File: config.mk
export PLATFORM = sky130hd
export DESIGN_NAME = tdes_status
export DESIGN_NICKNAME = d
export VERILOG_FILES = /design/src/pkg/tdes_pkg.sv /design/src/rtl/tdes_status.sv
export SDC_FILE = /design/constraint.sdc
export NUM_CORES = 1
export LEC_CHECK = 0
export ABC_AREA = 1
export BUFFER_PORTS_ARGS = -buffer_cell sky130_fd_sc_hd__clkbuf_2
export CORE_MARGIN = 5
export CORE_UTILIZATION = 44
export CTS_CLUSTER_DIAMETER = 80
export DETAILED_ROUTE_END_ITERATION = 8
export HOLD_SLACK_MARGIN = 0.05
export PLACE_DENSITY = 0.68
export SLEW_MARGIN = 20
export SYNTH_ARGS = -nofsm -noshare
export SYNTH_HDL_FRONTEND = slang
export SYNTH_SLANG_ARGS = --single-unit
File: constraint.sdc
create_clock -name CORE_CLK -period 1.7 [get_ports CORE_CLK]
set_clock_uncertainty 0.1 [all_clocks]
set_input_delay 0.255 -clock CORE_CLK [delete_from_list [all_inputs] [get_ports CORE_CLK]]
set_output_delay 0.255 -clock CORE_CLK [all_outputs]
set_load 0.1 [all_outputs]
File: src/pkg/tdes_pkg.sv
// package for the transmit descriptor error status block
package tdes_pkg;
	// status word field positions
	localparam int CBE_BIT   = 15;
	localparam int FSE_BIT   = 14;
	localparam int RSV_BIT   = 13;
	localparam int LATE_COLLISION_FLAG_BIT  = 12;
	localparam int CARRIER_LOSS_FLAG_BIT  = 11;
	localparam int RTX_BIT   = 10;
	localparam int FD_MSB    = 9;
	localparam int FD_W      = 10;
	// retry budget
	localparam int RETRY_MAX = 16;
	localparam int TRY_W     = 5;
	// reset values
	localparam logic [15:0] STATUS_RST = 16'h0000;
	localparam logic [FD_W-1:0] FD_RST = 10'h000;
	localparam logic [TRY_W-1:0] TRY_RST = 5'h00;

	// events seen on the wire and in the fifo during one frame
	typedef struct packed {
		logic start;     // start of a transmit attempt
		logic collision; // collision during the attempt
		logic late;      // slot time elapsed when collision hit
		logic done;      // frame fully sent, no collision
	} tdes_attempt_t;

	// buffer chain state from the descriptor engine
	typedef struct packed {
		logic end_of_packet_flag; // current buffer is final
		logic next_owned;         // lookahead saw next descriptor owned
		logic lookahead_done;     // lookahead poll has completed
		logic fifo_empty;         // transmit fifo ran dry
	} tdes_chain_t;

	typedef enum logic [1:0] {
		ST_IDLE,
		ST_ATTEMPT,
		ST_BACKOFF,
		ST_FINISH
	} tdes_state_t;
endpackage : tdes_pkg

File: src/rtl/tdes_status.sv
// transmit error status word logic for one frame
`timescale 1ns/100ps
`default_nettype none
module tdes_status
	import tdes_pkg::*;
#(
	parameter int RETRIES = RETRY_MAX
) (
	// clock and reset
	input  wire logic          CORE_CLK,
	input  wire logic          RST_B,
	// control
	input  wire logic          TX_ENABLE,
	input  wire logic          RETRY_DISABLE,
	input  wire logic          FRAME_REQ,
	// attempt and chain events
	input  wire tdes_attempt_t ATTEMPT,
	input  wire tdes_chain_t   CHAIN,
	input  wire logic          RECEIVE_CARRIER_INPUT,
	// status outputs
	output logic               TRANSMITTER_ON,
	output logic               RETRY_REQ,
	output logic               ABORT_FRAME,
	output logic [15:0]        TX_ERROR_STATUS_WORD,
	output logic               STATUS_WRITE,
	output logic               FRAME_DONE
);

	// sequencer, counters and status word, each as a next value and its flop
	tdes_state_t          state_q, state_d;
	logic                 transmitter_on_q, transmitter_on_d;
	logic [15:0]          word_q, word_d;
	logic [FD_W-1:0]      fd_q, fd_d;
	logic [TRY_W-1:0]     tries_q, tries_d;
	logic                 wr_q, wr_d;
	logic                 done_q, done_d;
	logic                 retry_q, retry_d;
	logic                 abort_q, abort_d;
	// decoded conditions shared by the groups below
	logic                 chain_break;
	logic                 starve;
	logic                 retry_spent;
	logic                 in_idle;
	logic                 in_backoff;
	logic                 in_attempt;
	logic                 in_finish;
	logic                 take_frame;
	logic                 take_start;
	logic                 hit_coll;
	logic                 end_starve;
	logic                 end_late;
	logic                 end_spent;
	logic                 end_clean;
	logic                 do_retry;

	// chain break: not the last buffer, and the next one is not ours, either
	// because the lookahead found it unowned or because the fifo ran dry first
	function automatic logic chain_break_f(input tdes_chain_t c);
		logic unowned;
		logic early_dry;
		unowned   = c.lookahead_done && !c.next_owned;
		early_dry = c.fifo_empty && !c.lookahead_done;
		return !c.end_of_packet_flag && (unowned || early_dry);
	endfunction

	// starve: the fifo ran dry before the end of the frame; a chain break
	// always counts as one, so the host never sees the break on its own
	function automatic logic starve_f(input tdes_chain_t c, input logic brk);
		return c.fifo_empty || brk;
	endfunction

	// retry budget: with retries disabled one failed attempt uses it up;
	// a budget above the counter's range would be cut, so keep it below 32
	function automatic logic retry_spent_f(input logic [TRY_W-1:0] n, input logic no_retry);
		return no_retry || (n >= TRY_W'(RETRIES));
	endfunction

	// saturating step of the fault distance counter: a stuck top value is
	// safer than a wrap, which would report a near fault on a long frame
	function automatic logic [FD_W-1:0] fd_step_f(input logic [FD_W-1:0] v);
		logic [FD_W-1:0] top;
		top = {FD_W{1'h1}};
		if (v == top) begin
			return v;
		end
		return v + {{(FD_W-1){1'h0}}, 1'h1};
	endfunction

	// error summary over the flag bits; a fault distance alone is no error
	function automatic logic err_any_f(input logic [15:0] w);
		return |w[CBE_BIT:RTX_BIT];
	endfunction

	// chain view and starve are levels, judged only while an attempt runs
	assign chain_break = chain_break_f(CHAIN);
	assign starve      = starve_f(CHAIN, chain_break);
	assign retry_spent = retry_spent_f(tries_q, RETRY_DISABLE);

	// state decodes
	assign in_idle    = (state_q == ST_IDLE);
	assign in_backoff = (state_q == ST_BACKOFF);
	assign in_attempt = (state_q == ST_ATTEMPT);
	assign in_finish  = (state_q == ST_FINISH);

	// requests are taken only in their own state, and a frame only while on
	assign take_frame = in_idle && FRAME_REQ && transmitter_on_q;
	assign take_start = in_backoff && ATTEMPT.start;

	// attempt outcomes, by priority: starve, late collision, collision, done
	assign end_starve = in_attempt && starve;
	assign end_late   = in_attempt && !starve && ATTEMPT.collision && ATTEMPT.late;
	assign hit_coll   = in_attempt && !starve && ATTEMPT.collision && !ATTEMPT.late;
	assign end_spent  = hit_coll && retry_spent;
	assign do_retry   = hit_coll && !retry_spent;
	assign end_clean  = in_attempt && !starve && !ATTEMPT.collision && ATTEMPT.done;

	// next state of the frame sequencer
	always_comb begin
		state_d = state_q;
		case (state_q)
			ST_IDLE: begin
				if (take_frame) begin
					state_d = ST_BACKOFF;
				end
			end
			ST_BACKOFF: begin
				if (take_start) begin
					state_d = ST_ATTEMPT;
				end
			end
			ST_ATTEMPT: begin
				// late collision, starve and spent budget never go back to
				// backoff; carrier loss does not end the frame at all
				if (end_starve || end_late || end_spent || end_clean) begin
					state_d = ST_FINISH;
				end else if (do_retry) begin
					state_d = ST_BACKOFF;
				end
			end
			ST_FINISH: begin
				state_d = ST_IDLE;
			end
			default: begin
				state_d = ST_IDLE;
			end
		endcase
	end

	// register the sequencer state
	always_ff @(posedge CORE_CLK or negedge RST_B) begin
		if (!RST_B) begin
			state_q <= ST_IDLE;
		end else begin
			state_q <= state_d;
		end
	end

	// attempt counter: restarts with each frame, counts every attempt begun
	always_comb begin
		tries_d = tries_q;
		if (take_frame) begin
			tries_d = TRY_RST;
		end else if (take_start) begin
			tries_d = tries_q + {{(TRY_W-1){1'h0}}, 1'h1};
		end
	end

	// register the attempt counter
	always_ff @(posedge CORE_CLK or negedge RST_B) begin
		if (!RST_B) begin
			tries_q <= TRY_RST;
		end else begin
			tries_q <= tries_d;
		end
	end

	// fault distance: cleared as an attempt starts, then one step a cycle
	always_comb begin
		fd_d = fd_q;
		if (take_start) begin
			fd_d = FD_RST;
		end else if (in_attempt) begin
			fd_d = fd_step_f(fd_q);
		end
	end

	// register the fault distance counter
	always_ff @(posedge CORE_CLK or negedge RST_B) begin
		if (!RST_B) begin
			fd_q <= FD_RST;
		end else begin
			fd_q <= fd_d;
		end
	end

	// transmitter on: enabled only from idle, so a frame is never started
	// half way; a starve switches it off until enable is seen again
	always_comb begin
		transmitter_on_d = transmitter_on_q;
		if (end_starve) begin
			transmitter_on_d = 1'h0;
		end else if (TX_ENABLE && !transmitter_on_q && in_idle) begin
			transmitter_on_d = 1'h1;
		end
	end

	// register the transmitter state
	always_ff @(posedge CORE_CLK or negedge RST_B) begin
		if (!RST_B) begin
			transmitter_on_q <= 1'h0;
		end else begin
			transmitter_on_q <= transmitter_on_d;
		end
	end

	// status word: cleared when the next frame is taken, which is how the
	// host clears its flags; bits only ever set while an attempt runs
	always_comb begin
		word_d = word_q;
		if (take_frame) begin
			word_d = STATUS_RST;
		end
		if (in_attempt) begin
			if (!RECEIVE_CARRIER_INPUT) begin
				word_d[CARRIER_LOSS_FLAG_BIT] = 1'h1;
			end
			if (chain_break) begin
				word_d[CBE_BIT] = 1'h1;
			end
			if (end_starve) begin
				word_d[FSE_BIT] = 1'h1;
			end
			if (end_late) begin
				word_d[LATE_COLLISION_FLAG_BIT] = 1'h1;
			end
			if (hit_coll) begin
				word_d[FD_MSB:0] = fd_q;
			end
			if (end_spent) begin
				word_d[RTX_BIT] = 1'h1;
			end
		end
		word_d[RSV_BIT] = 1'h0;
	end

	// register the status word
	always_ff @(posedge CORE_CLK or negedge RST_B) begin
		if (!RST_B) begin
			word_q <= STATUS_RST;
		end else begin
			word_q <= word_d;
		end
	end

	// one-cycle pulses: abort with the ending edge, write and done one later
	always_comb begin
		retry_d = do_retry;
		abort_d = end_starve || end_late || end_spent;
		wr_d    = in_finish && err_any_f(word_q);
		done_d  = in_finish;
	end

	// register the pulses
	always_ff @(posedge CORE_CLK or negedge RST_B) begin
		if (!RST_B) begin
			wr_q    <= 1'h0;
			done_q  <= 1'h0;
			retry_q <= 1'h0;
			abort_q <= 1'h0;
		end else begin
			wr_q    <= wr_d;
			done_q  <= done_d;
			retry_q <= retry_d;
			abort_q <= abort_d;
		end
	end

	// outputs straight from flops
	assign TRANSMITTER_ON       = transmitter_on_q;
	assign RETRY_REQ            = retry_q;
	assign ABORT_FRAME          = abort_q;
	assign TX_ERROR_STATUS_WORD = word_q;
	assign STATUS_WRITE         = wr_q;
	assign FRAME_DONE           = done_q;

endmodule // tdes_status
`default_nettype wire

==> impl_metrics.xml <==
<?xml version="1.0" encoding="UTF-8"?>
<metrics>
  <group name="die">
    <metric name="floorplan.die.height" unit="um">74.9</metric>
    <metric name="fp-row-count" unit="">23</metric>
    <metric name="top_level_ports" unit="">35</metric>
    <metric name="placeableCoreArea" unit="um^2">4060</metric>
    <metric name="x_dimension_of_the_die" unit="um">74.9</metric>
    <metric name="fp.dieArea" unit="um^2">5620</metric>
    <metric name="start_util" unit="%">45.7</metric>
  </group>
  <group name="critical_path">
    <metric name="required" unit="ns">1.81</metric>
    <metric name="crit_fanout" unit="">5</metric>
    <metric name="timing.critical_path.slowest_cell_delay" unit="ns">0.36</metric>
    <metric name="path_class" unit="">register to register</metric>
    <metric name="timing.reg2reg.setup_slack" unit="ns">0.02</metric>
    <metric name="worst_ep_arrival_time" unit="ns">1.78</metric>
    <metric name="worstPathCellList" unit="">ha_2 &gt; nand3_2 &gt; inv_2 &gt; nand3_4 &gt; nor2_4 &gt; nand2_2 &gt; o21ai_4 &gt; nand2_4 &gt; buf_4 &gt; o21ai_2</metric>
    <metric name="critical_path.slowest_cell" unit="">dfrtp_1</metric>
    <metric name="worstSetupEndpointType" unit="">register</metric>
    <metric name="crit_start_category" unit="">register</metric>
  </group>
  <group name="sta">
    <metric name="fin_worst_hold_slack" unit="ns">0.161</metric>
    <metric name="layout_worst_path_cycle_share" unit="%">98.6</metric>
    <metric name="final-setup-viol-count" unit="">0</metric>
    <metric name="maxClockFrequency" unit="MHz">596</metric>
    <metric name="tightestPinTransition" unit="ns">0.550</metric>
    <metric name="hold_viol" unit="">0</metric>
    <metric name="maxSlewViolCount" unit="">0</metric>
    <metric name="timing.setup.tns" unit="ns">0</metric>
    <metric name="maxSlewHeadroom" unit="%">63.5</metric>
    <metric name="grt_setup_unrepaired" unit="">true</metric>
    <metric name="timing.final.crit_period" unit="ns">1.68</metric>
  </group>
  <group name="synthesis">
    <metric name="synth_warnings" unit="">0</metric>
    <metric name="yosys.cell_types.count" unit="">31</metric>
    <metric name="netlist_instances" unit="">212</metric>
    <metric name="yosysSeqAreaShare" unit="%">49.9</metric>
    <metric name="post_synthesis_register_bit_count" unit="">37</metric>
    <metric name="synth_area_per_cell" unit="um^2">8.75</metric>
    <metric name="synth_nets" unit="">228</metric>
    <metric name="mappedNetlistArea" unit="um^2">1860</metric>
  </group>
  <group name="drt">
    <metric name="drt-vias-per-instance" unit="">4.91</metric>
    <metric name="routed_wl" unit="um">4080</metric>
    <metric name="via_count" unit="">1526</metric>
    <metric name="post_drt_wl_per_cell" unit="um">13.1</metric>
    <metric name="drt_drc_violations_left" unit="">0</metric>
    <metric name="route.antenna.remaining_nets" unit="">0</metric>
    <metric name="drt_first_iter_violations" unit="">41</metric>
    <metric name="drtPass1Iterations" unit="">4</metric>
  </group>
  <group name="grt">
    <metric name="grt.met3_usage" unit="%">4.27</metric>
    <metric name="antenna_found_initial" unit="">0</metric>
    <metric name="globalRouteTotalUtil" unit="%">16.4</metric>
    <metric name="globalRoute.busiestLayer" unit="">met2</metric>
    <metric name="global_route.overflow_total" unit="">0</metric>
    <metric name="grt_pass1_wl" unit="um">6940</metric>
    <metric name="grt_start_max_net_pins" unit="">22</metric>
    <metric name="met2_usage" unit="%">27.2</metric>
    <metric name="gr-usage-met1" unit="%">20.5</metric>
    <metric name="grt_pass1_vias" unit="">1505</metric>
  </group>
  <group name="final_layout">
    <metric name="final_layout_size_suffix_gt1_share" unit="%">34.1</metric>
    <metric name="final_nets" unit="">277</metric>
    <metric name="layout-area-overhead-vs-synth" unit="%">23.1</metric>
    <metric name="n_antenna_cell" unit="">0</metric>
    <metric name="leading_cell_types_in_the_layout_fill_and_taps_excluded" unit="">36 x dfrtp_1, 33 x clkbuf_2, 27 x nand2_1</metric>
    <metric name="mostFrequentLayoutCell" unit="">dfrtp_1</metric>
    <metric name="finish.utilization" unit="%">56.3</metric>
    <metric name="stdcell_count" unit="">311</metric>
  </group>
  <group name="place">
    <metric name="place_congestion" unit="">0.833</metric>
    <metric name="place.detailed.hpwl" unit="um">3000</metric>
    <metric name="buffer_ports.inserted" unit="">33</metric>
    <metric name="post-place-cells" unit="">300</metric>
  </group>
  <group name="clock_network">
    <metric name="path_clk_slew" unit="ns">0.07</metric>
    <metric name="clkLatencyLatePin" unit="ns">0.29</metric>
    <metric name="ctsRootBufferMaster" unit="">clkbuf_8</metric>
    <metric name="tritoncts.num_buffers" unit="">5</metric>
    <metric name="cts_tree" unit="">done</metric>
    <metric name="htree_num_levels" unit="">2</metric>
    <metric name="cts.sinks" unit="">37</metric>
    <metric name="ctsLongestPathBuffers" unit="">2</metric>
  </group>
  <group name="power">
    <metric name="ir_worst_vdd" unit="uV">637</metric>
    <metric name="p_per_area" unit="nW/um^2">1780</metric>
    <metric name="static-leakage-power" unit="nW">1.16</metric>
  </group>
  <group name="run">
    <metric name="cap_viol_max_count" unit="">0</metric>
  </group>
  <group name="worst_hold_path">
    <metric name="holdCritPathClass" unit="">primary input to register</metric>
  </group>
  <group name="run_status">
    <metric name="status" unit="">complete, no violations</metric>
  </group>
</metrics>
worst paths after layout:
path,cells past startpoint,from,to
max,10,fd_q[1]$_DFFE_PN0P_,fd_q[7]$_DFFE_PN0P_
min,4,RETRY_DISABLE,RETRY_REQ$_DFF_PN0_
max reg2reg,10,fd_q[1]$_DFFE_PN0P_,fd_q[7]$_DFFE_PN0P_
min reg2reg,1,TRANSMITTER_ON$_DFFE_PN0P_,TRANSMITTER_ON$_DFFE_PN0P_
min in group asynchronous,2,RST_B,TX_ERROR_STATUS_WORD[14]$_DFF_PN0_
max in group asynchronous,3,RST_B,fd_q[5]$_DFFE_PN0P_
sequential cells by signal (all words and copies together) (netlist names):
register,cells
ABORT_FRAME,1
FRAME_DONE,1
RETRY_REQ,1
STATUS_WRITE,1
TRANSMITTER_ON,1
TX_ERROR_STATUS_WORD,15
fd_q,10
state_q,2
tries_q,5
kinds of logic after synthesis:
logic type | count (synthesis) | share of synthesized area [%]
AO/OA/AOI/OAI | 34 | 12.0
XOR/XNOR | 6 | 2.83
adder cells (fa/ha/maj) | 2 | 1.35
buffers and inverters | 44 | 9.78
flip-flops | 37 | 49.9
other | 1 | 0.202
AND/OR/NAND/NOR | 88 | 23.9
through the flow:
stage	total power, mW	setup slack [ns]	instance area, um^2
global placement	3.36	0.0822	2140
CTS	4.02	0.00500	2250
finish	4.06	0.0232	2280
floorplan	2.93	0.00871	1860
detailed placement	3.39	0.0341	2140
global route	4.31	-0.0674	2280
critical path: cells and delay by family (launching register included):
kind	cells	cell delay [ns]
buffers and inverters	2	0.24
adder cells (fa/ha/maj)	1	0.19
flip-flops	1	0.36
AO/OA/AOI/OAI	2	0.31
AND/OR/NAND/NOR	5	0.41
timing repair:
| item | 4_1_cts | 5_1_grt |
|---|---|---|
| gates resized for setup | 0 | 7 |
| hold buffers | 2 | 0 |
| endpoints found under the setup margin | 0 | 13 |
| setup buffers | 0 | 2 |
| hold endpoints to repair | 18 | 0 |
Yosys cell counts:
master,n,area [um^2]
a21oi_1,4,20.0
a21oi_2,1,8.76
a41oi_1,1,8.76
buf_2,4,20.0
buf_4,1,7.51
buf_6,1,11.3
clkinv_1,2,7.51
conb_1,1,3.75
dfrtp_1,37,926
ha_1,2,25.0
inv_1,24,90.1
inv_2,12,45.0
nand2_1,29,109
nand2_2,3,18.8
nand3_1,22,110
nand3_2,1,10.0
nand3_4,1,17.5
nand4_1,7,43.8
nor2_1,16,60.1
nor2_2,1,6.26
nor2_4,2,22.5
nor3_1,2,10.0
nor3_2,3,30.0
nor4_1,1,6.26
o21ai_0,2,10.0
o21ai_1,15,75.1
o21ai_2,8,70.1
o21ai_4,1,16.3
o22ai_1,1,6.26
o31ai_1,1,7.51
xor2_1,6,52.6
cell type report:
type	count	area (um^2)
Sequential cell	37	927
Timing Repair Buffer	48	303
Clock buffer	7	86.3
Fill cell	370	1770
Tap cell	50	62.6
Multi-Input combinational cell	131	761
Inverter	38	145
routing by layer:
metal,routed length [um],vias to the layer above
li1,-,784
met1,1830,702
met2,1970,32
met3,217,8
met4,65,0
met5,0,-
power breakdown:
group	internal (mW)	switching, mW	leakage, nW
Clock	0.322	0.295	0.0443
Sequential	1.11	0.180	0.492
Combinational	0.519	1.64	0.619
Note: power is estimated with default switching activity, not from simulation.
